<file path="src/common/sbc_consts.vh">
// Register offsets, field positions, reset values and timing counts of the staged control block
`ifndef SBC_CONSTS_VH
`define SBC_CONSTS_VH

`define SBC_ADDR_EXECUTE 16'hAC46
`define SBC_ADDR_PASS_HI 16'hAC47
`define SBC_ADDR_PASS_LO 16'hAC48
`define SBC_ADDR_RSVD 16'hAC49
`define SBC_ADDR_SELECT 16'hAC4A
`define SBC_ADDR_CONFIRM 16'hAC4B

`define SBC_EXEC_VALUE 16'h0001
`define SBC_PASS_DEFAULT 16'h2020
`define SBC_WORD_RESET 16'h0000
`define SBC_SEL_MASK 16'h00FC

`define SBC_BIT_LATCH_RST 7
`define SBC_BIT_MAINT_ACK 6
`define SBC_BIT_RUNTIME_ACK 5
`define SBC_BIT_WEAR_ACK 4
`define SBC_BIT_OPEN 3
`define SBC_BIT_CLOSE 2

// 15 s at the 40 MHz system clock, sized to the watchdog counter width
`define SBC_TIMEOUT_CYCLES 30'h23C3_4600
`define SBC_WDOG_W 30

`endif

</file>
<file path="src/design/sbc_sync.v">
// Three-stage synchroniser with agreement filter for the local/remote selector pin
`timescale 1ns/1ps
module sbc_sync (
  input wire sys_clk_i,
  input wire rstn_i,
  input wire async_i,
  output reg level_o
);
  reg s1_reg;
  reg s2_reg;
  reg s3_reg;

  // Reset assumes local mode so nothing fires before the pin is known
  always @(posedge sys_clk_i or negedge rstn_i) begin
    if (!rstn_i) begin
      s1_reg <= 1'b0;
      s2_reg <= 1'b0;
      s3_reg <= 1'b0;
      level_o <= 1'b0;
    end else begin
      s1_reg <= async_i;
      s2_reg <= s1_reg;
      s3_reg <= s2_reg;
      if (s2_reg == s3_reg) begin
        level_o <= s3_reg;
      end
    end
  end
endmodule // sbc_sync

</file>
<file path="src/design/sbc_wdog.v">
// Watchdog counter that expires a staged configuration left without an execute
`timescale 1ns/1ps
`include "sbc_consts.vh"
module sbc_wdog #(
  parameter [`SBC_WDOG_W-1:0] CYCLES = `SBC_TIMEOUT_CYCLES
) (
  input wire sys_clk_i,
  input wire rstn_i,
  input wire restart_i,
  input wire stop_i,
  output reg expire_o,
  output reg running_o
);
  reg [`SBC_WDOG_W-1:0] cnt_reg;

  always @(posedge sys_clk_i or negedge rstn_i) begin
    if (!rstn_i) begin
      cnt_reg <= {`SBC_WDOG_W{1'b0}};
      running_o <= 1'b0;
      expire_o <= 1'b0;
    end else begin
      expire_o <= 1'b0;
      if (stop_i) begin
        running_o <= 1'b0;
        cnt_reg <= {`SBC_WDOG_W{1'b0}};
      end else if (restart_i) begin
        running_o <= 1'b1;
        cnt_reg <= {`SBC_WDOG_W{1'b0}};
      end else if (running_o) begin
        if (cnt_reg == CYCLES - {{(`SBC_WDOG_W-1){1'b0}}, 1'b1}) begin
          running_o <= 1'b0;
          expire_o <= 1'b1;
          cnt_reg <= {`SBC_WDOG_W{1'b0}};
        end else begin
          cnt_reg <= cnt_reg + {{(`SBC_WDOG_W-1){1'b0}}, 1'b1};
        end
      end
    end
  end
endmodule // sbc_wdog

</file>
<file path="src/design/sbc_top.v">
// Staged breaker control block: holding register staging, execute, watchdog and command pulses
//
// Function
// - Only an execute register write of exactly 1 launches the staged command.
// - Without execute within 15 s of configuration, the block clears itself.
// - One multi-register transaction holding all registers plus execute is accepted.
// - In local mode a command is acknowledged but no action is taken.
// - Selection bit 7 resets all latched output elements on execution.
// - Bits 6, 5, 4 acknowledge maintenance, run time and wear alarms.
// - Selection bit 3 trips the motor breaker on execution.
// - Selection bit 2 closes the motor breaker on execution, unless bit 3 is also set.
`timescale 1ns/1ps
`include "sbc_consts.vh"
module sbc_top #(
  parameter [`SBC_WDOG_W-1:0] WATCHDOG_CYCLES = `SBC_TIMEOUT_CYCLES,
  parameter [15:0] PASS_HI = `SBC_PASS_DEFAULT,
  parameter [15:0] PASS_LO = `SBC_PASS_DEFAULT
) (
  input wire sys_clk_i,
  input wire rstn_i,
  input wire wr_en_i,
  input wire [15:0] wr_addr_i,
  input wire [15:0] wr_data_i,
  input wire wr_last_i,
  input wire rd_en_i,
  input wire [15:0] rd_addr_i,
  input wire remote_mode_i,
  output reg [15:0] rd_data_o,
  output reg rd_valid_o,
  output reg cmd_ack_o,
  output reg cmd_reject_o,
  output reg timeout_o,
  output reg armed_o,
  output reg remote_o,
  output reg latch_reset_global_o,
  output reg maintenance_schedule_alarm_o,
  output reg runtime_alarm_o,
  output reg wear_alarm_o,
  output reg motor_breaker_object_open_o,
  output reg motor_breaker_object_close_o
);
  localparam [1:0] ST_IDLE = 2'b01;
  localparam [1:0] ST_ARMED = 2'b10;

  reg [1:0] state_reg;
  reg [1:0] state_next;
  reg [15:0] pass_hi_reg;
  reg [15:0] pass_lo_reg;
  reg [15:0] select_reg;
  reg [15:0] confirm_reg;
  reg exec_pend_reg;
  reg exec_pend_next;
  reg staged_in_txn_reg;
  reg staged_in_txn_next;

  wire remote_level;
  wire wd_expire;
  wire wd_running;

  wire hit_exec = wr_en_i && (wr_addr_i == `SBC_ADDR_EXECUTE);
  wire hit_pass_hi = wr_en_i && (wr_addr_i == `SBC_ADDR_PASS_HI);
  wire hit_pass_lo = wr_en_i && (wr_addr_i == `SBC_ADDR_PASS_LO);
  wire hit_select = wr_en_i && (wr_addr_i == `SBC_ADDR_SELECT);
  wire hit_confirm = wr_en_i && (wr_addr_i == `SBC_ADDR_CONFIRM);
  wire hit_stage = hit_pass_hi || hit_pass_lo || hit_select || hit_confirm;
  wire exec_one = hit_exec && (wr_data_i == `SBC_EXEC_VALUE);

  // Execute is the lowest address, so in one ascending transaction it arrives
  // first; the decision waits for the transaction end so later words count
  // A closing execute word that is not 1 cancels an earlier 1 of the same transaction
  wire fire = wr_en_i && wr_last_i && (hit_exec ? exec_one : exec_pend_reg);
  wire txn_staged = staged_in_txn_reg || hit_stage;

  // Words written in this same cycle must be part of the check
  wire [15:0] pass_hi_eff = hit_pass_hi ? wr_data_i : pass_hi_reg;
  wire [15:0] pass_lo_eff = hit_pass_lo ? wr_data_i : pass_lo_reg;
  wire [15:0] select_eff = hit_select ? (wr_data_i & `SBC_SEL_MASK) : select_reg;
  wire [15:0] confirm_eff = hit_confirm ? (wr_data_i & `SBC_SEL_MASK) : confirm_reg;
  wire pass_ok = (pass_hi_eff == PASS_HI) && (pass_lo_eff == PASS_LO);
  wire valid_cmd = pass_ok && (select_eff == confirm_eff);
  wire act = valid_cmd && remote_level;

  // Restart timing at the end of every configuring transaction without execute
  wire wd_restart = wr_en_i && wr_last_i && txn_staged && !fire;
  wire wd_stop = fire;

  sbc_sync u_remote_sync (
    .sys_clk_i(sys_clk_i),
    .rstn_i(rstn_i),
    .async_i(remote_mode_i),
    .level_o(remote_level)
  );

  sbc_wdog #(
    .CYCLES(WATCHDOG_CYCLES)
  ) u_wdog (
    .sys_clk_i(sys_clk_i),
    .rstn_i(rstn_i),
    .restart_i(wd_restart),
    .stop_i(wd_stop),
    .expire_o(wd_expire),
    .running_o(wd_running)
  );

  always @* begin
    exec_pend_next = exec_pend_reg;
    staged_in_txn_next = staged_in_txn_reg;
    if (wr_en_i) begin
      if (wr_last_i) begin
        exec_pend_next = 1'b0;
        staged_in_txn_next = 1'b0;
      end else begin
        if (hit_exec) begin
          exec_pend_next = exec_one;
        end
        if (hit_stage) begin
          staged_in_txn_next = 1'b1;
        end
      end
    end
  end

  always @* begin
    state_next = state_reg;
    case (state_reg)
      ST_IDLE: begin
        if (wd_restart) begin
          state_next = ST_ARMED;
        end
      end
      ST_ARMED: begin
        if (fire) begin
          state_next = ST_IDLE;
        end else if (wd_restart) begin
          state_next = ST_ARMED;
        end else if (wd_expire) begin
          state_next = ST_IDLE;
        end
      end
      default: begin
        state_next = ST_IDLE;
      end
    endcase
  end

  always @(posedge sys_clk_i or negedge rstn_i) begin
    if (!rstn_i) begin
      state_reg <= ST_IDLE;
      exec_pend_reg <= 1'b0;
      staged_in_txn_reg <= 1'b0;
      pass_hi_reg <= `SBC_WORD_RESET;
      pass_lo_reg <= `SBC_WORD_RESET;
      select_reg <= `SBC_WORD_RESET;
      confirm_reg <= `SBC_WORD_RESET;
    end else begin
      state_reg <= state_next;
      exec_pend_reg <= exec_pend_next;
      staged_in_txn_reg <= staged_in_txn_next;
      // A new staging write in the expiry cycle wins over the clear
      if (fire || (wd_expire && !hit_stage)) begin
        pass_hi_reg <= `SBC_WORD_RESET;
        pass_lo_reg <= `SBC_WORD_RESET;
        select_reg <= `SBC_WORD_RESET;
        confirm_reg <= `SBC_WORD_RESET;
      end else begin
        if (hit_pass_hi) begin
          pass_hi_reg <= wr_data_i;
        end
        if (hit_pass_lo) begin
          pass_lo_reg <= wr_data_i;
        end
        if (hit_select) begin
          select_reg <= wr_data_i & `SBC_SEL_MASK;
        end
        if (hit_confirm) begin
          confirm_reg <= wr_data_i & `SBC_SEL_MASK;
        end
      end
    end
  end

  // Command pulses; trip wins if open and close are both requested
  always @(posedge sys_clk_i or negedge rstn_i) begin
    if (!rstn_i) begin
      cmd_ack_o <= 1'b0;
      cmd_reject_o <= 1'b0;
      timeout_o <= 1'b0;
      latch_reset_global_o <= 1'b0;
      maintenance_schedule_alarm_o <= 1'b0;
      runtime_alarm_o <= 1'b0;
      wear_alarm_o <= 1'b0;
      motor_breaker_object_open_o <= 1'b0;
      motor_breaker_object_close_o <= 1'b0;
    end else begin
      cmd_ack_o <= fire && valid_cmd;
      cmd_reject_o <= fire && !valid_cmd;
      timeout_o <= wd_expire && (state_reg == ST_ARMED) && !fire && !wd_restart;
      latch_reset_global_o <= fire && act && select_eff[`SBC_BIT_LATCH_RST];
      maintenance_schedule_alarm_o <= fire && act && select_eff[`SBC_BIT_MAINT_ACK];
      runtime_alarm_o <= fire && act && select_eff[`SBC_BIT_RUNTIME_ACK];
      wear_alarm_o <= fire && act && select_eff[`SBC_BIT_WEAR_ACK];
      motor_breaker_object_open_o <= fire && act && select_eff[`SBC_BIT_OPEN];
      motor_breaker_object_close_o <= fire && act && select_eff[`SBC_BIT_CLOSE]
        && !select_eff[`SBC_BIT_OPEN];
    end
  end

  // Readback: write-only and reserved words read as zero
  always @(posedge sys_clk_i or negedge rstn_i) begin
    if (!rstn_i) begin
      rd_data_o <= `SBC_WORD_RESET;
      rd_valid_o <= 1'b0;
      armed_o <= 1'b0;
      remote_o <= 1'b0;
    end else begin
      rd_valid_o <= rd_en_i;
      armed_o <= (state_next == ST_ARMED);
      remote_o <= remote_level;
      if (rd_en_i) begin
        if (rd_addr_i == `SBC_ADDR_SELECT) begin
          rd_data_o <= select_reg;
        end else if (rd_addr_i == `SBC_ADDR_CONFIRM) begin
          rd_data_o <= confirm_reg;
        end else begin
          rd_data_o <= `SBC_WORD_RESET;
        end
      end
    end
  end

  wire unused_running = wd_running;
endmodule // sbc_top

</file>
<file path="config.mk">
export PLATFORM = sky130hd
export DESIGN_NAME = sbc_top
export DESIGN_NICKNAME = d
export VERILOG_FILES = /design/src/design/sbc_sync.v /design/src/design/sbc_wdog.v /design/src/design/sbc_top.v
export VERILOG_INCLUDE_DIRS = /design/src /design/src/common
export SDC_FILE = /design/constraint.sdc
export NUM_CORES = 1
export LEC_CHECK = 0
export ABC_AREA = 1
export BUFFER_PORTS_ARGS = -buffer_cell sky130_fd_sc_hd__buf_4
export CAP_MARGIN = 20
export CORE_MARGIN = 2
export CORE_UTILIZATION = 44
export DETAILED_ROUTE_END_ITERATION = 12
export SLEW_MARGIN = 10
export SYNTH_ARGS = -nofsm -noshare
export SYNTH_HDL_FRONTEND = slang
export SYNTH_SLANG_ARGS = --single-unit
</file>
<file path="constraint.sdc">
create_clock -name sys_clk_i -period 2.8 [get_ports sys_clk_i]
set_input_delay 0.42 -clock sys_clk_i [delete_from_list [all_inputs] [get_ports sys_clk_i]]
set_output_delay 0.42 -clock sys_clk_i [all_outputs]
set_load 0.01 [all_outputs]
</file>
==> reports/results.txt <==
cells after synthesis: 871
Worst Reg-to-Reg Cells: 11
clk sink count: 132
Compound-Gate Fraction of Synth Area: 7.02%
Die X: 130 um
share of synthesized registers carrying an async set or reset: 100%
final hold violations: 0
critical path, cell by cell: ha_1, nand3_1, nor2_1, nand2_1, nor3_1, nand4_1, nand2_1, nor2_2, nor2_1, buf_4, nor3_1
placed instance area: 0.00782 mm2
total negative slack: 0 ps
actual slew at the worst max-slew pin: 504 ps
clock-pin slew on the worst setup and hold paths: 50 ps
largest family of logic cells by synthesized area: simple AND/OR/NAND/NOR gates
Ports: 82
crit-path max FO: 8
leakage: 4.30 nW
final setup vio count: 0
clk_lat worst skew: 420 ps
achievable frequency: 428 MHz
final core occ: 54.9%
post-DP HPWL: 11.7 mm
Pins Over Slew Limit: 0
Yosys cell types: 44
outcome: finished, final reports clean
largest net degree at the start of global routing: 65
first-pass GRT wire length: 27.0 mm
relative slew slack: 66.4%
CTS buffer count: 17
capturing element type of the critical path: register
mux contribution to synthesized area: 2.59%
XOR/XNOR Fraction of Synth Area: 2.14%
Nets: 1019
Worst IR Drop VDD: 0.599 mV
Clk Tree Root Cell: clkbuf_16
CP required: 3090 ps
Setup Buffers After CTS: 0
RSZ-0062 raised after global routing: false
Synth Net Count: 928
Port-buffer cells: 81
Post-synth EDFFs: 0
Slowest Stage Delay on Critical Path: 390 ps
flip-flop count of the largest register after layout: 30
Top FF cell, synth: dfrtp_1
Synth Area in Adders: 0.684%
Worst setup SP type: register
initial antenna violation count: 0
post-DR wirelength/cell: 13.7 um
worst hold path class: in -> reg
GRT Total Usage: 20.7%
design area: 0.00841 mm2
CTS tree: yes
drt pass-1 iters: 6
Final Cycle Share: 83.5%
total grt overflow: 0
Fin Hold WS: 112 ps
critical path class: reg -> reg
Post-DRT Antenna Nets: 0
H-Tree Depth: 4
Die Y: 130 um
diode count: 0
Starting Density: 45.4%
critical path's slowest cell: dfrtp_1
skew final: 8.33 ps
placer congestion estimate: 0.843
vias: 5785
most common cell after layout, fill and taps aside: nand2_1
Rows: 45
Avg Synthesized Cell Area: 7.98 um2
vias in the first global route: 5478
synthesized area: 0.00695 mm2
final wirelength: 16.3 mm
warnings from Yosys: 0
WP data arrival: 2630 ps
Vias/cell: 4.88
Max Cap Violations: 0
share of layout cells above drive strength 1: 19.2%
Die ar.: 0.0168 mm2
FF+latch count, synth: 132
DRC: 0
Core Box Area: 0.0153 mm2
Power Density: 554 mW/mm2
area grow syn2layout: 21.0%
fin crit period: 2340 ps
hold path depth: 1
simple-gate share of the synthesized area: 31.4%
Seq/Total Area, Yosys: 47.6%
most frequent cells in the layout: nand2_1 (188), nor2_1 (135), dfrtp_1 (131)
Bufs on Longest Clock Path: 2
First DRT Iteration DRCs: 403
area by class of cell:
class	instances	area [um2]
clock buffer	26	499
clock inverter	6	80.1
fill	1485	6910
inverter	114	428
multi-input combinational	599	3060
sequential	132	3300
tap	211	264
timing repair buffer	98	767
through the flow:
| stage | setup slack (ps) | total power [mW] | cells |
|---|---|---|---|
| floorplan | 765 | 2.33 | 871 |
| global placement | 193 | 2.52 | 1153 |
| detailed placement | 146 | 2.53 | 1153 |
| CTS | 407 | 4.72 | 1186 |
| global route | 173 | 4.87 | 1186 |
| finish | 463 | 4.66 | 1186 |
final timing paths:
check / start / to / slack (ps)
min in group asynchronous: rstn_i / pass_lo_reg[10]$_DFF_PN0_ / 530
min: remote_mode_i / u_remote_sync.s1_reg$_DFF_PN0_ / 110
min reg2reg: u_remote_sync.s1_reg$_DFF_PN0_ / u_remote_sync.s2_reg$_DFF_PN0_ / 350
max reg2reg: u_wdog.cnt_reg[0]$_DFFE_PN0P_ / u_wdog.cnt_reg[10]$_DFFE_PN0P_ / 460
max: u_wdog.cnt_reg[0]$_DFFE_PN0P_ / u_wdog.cnt_reg[10]$_DFFE_PN0P_ / 460
max in group asynchronous: rstn_i / rd_data_o[13]$_DFFE_PN0P_ / 1570
Yosys cell counts, types with 3 or more instances:
| cell | instances | area share, % |
|---|---|---|
| inv_1 | 112 | 6.1 |
| ha_1 | 3 | 0.54 |
| nand3_1 | 62 | 4.5 |
| dfrtp_1 | 131 | 47 |
| nor2_1 | 135 | 7.3 |
| nand4_1 | 21 | 1.9 |
| nand2_1 | 189 | 10 |
| o21a_1 | 3 | 0.32 |
| nor2_2 | 12 | 1.1 |
| mux2_2 | 16 | 2.6 |
| o21ai_1 | 21 | 1.5 |
| clkbuf_1 | 12 | 0.65 |
| a21oi_1 | 18 | 1.3 |
| xor2_1 | 15 | 1.9 |
| buf_6 | 7 | 1.1 |
| nand2_2 | 6 | 0.54 |
| nand3b_1 | 3 | 0.32 |
| buf_2 | 4 | 0.29 |
| o21ai_0 | 30 | 2.2 |
| nor2_4 | 5 | 0.81 |
| nand3_4 | 3 | 0.76 |
| o21ai_2 | 8 | 1.0 |
| nor4_1 | 6 | 0.54 |
| nor3_1 | 20 | 1.4 |
| buf_4 | 3 | 0.32 |
per-layer routing:
layer | wire length, um | track usage, % | vias up
met4 | 328 | 7.21 | 0
met1 | 7850 | 27.9 | 2657
li1 | - | - | 2982
met5 | 0 | 0 | -
met2 | 7350 | 33.3 | 123
met3 | 754 | 4.58 | 23
worst max-delay path, delay by kind of cell (launching register included):
kind	cells	cell delay, ps
buffers and inverters	1	240
adders and majority gates	1	190
and+or+nand+nor	9	1380
DFF	1	390
repair_timing:
item	4_1_cts	5_1_grt
resized for setup	0	0
endpoints found under the hold margin	51	0
hold buffers	1	0
power by group:
group          total (mW)  switching [mW]  leakage, nW  internal, mW
Combinational       0.406           0.244         2.20         0.162
Sequential           2.08          0.0820         1.81          2.00
Clock                2.17           0.768        0.288          1.40
kinds of logic (layout without fill, tap and decap cells):
| logic type | after synthesis | count (layout) |
|---|---|---|
| AO/OA/AOI/OAI | 87 | 87 |
| XOR/XNOR | 17 | 17 |
| adder cells (fa/ha/maj) | 4 | 4 |
| buffers and inverters | 140 | 244 |
| flip-flops | 132 | 132 |
| multiplexers | 16 | 16 |
| AND/OR/NAND/NOR | 475 | 475 |
No activity file was read; power rests on OpenSTA's default activity.
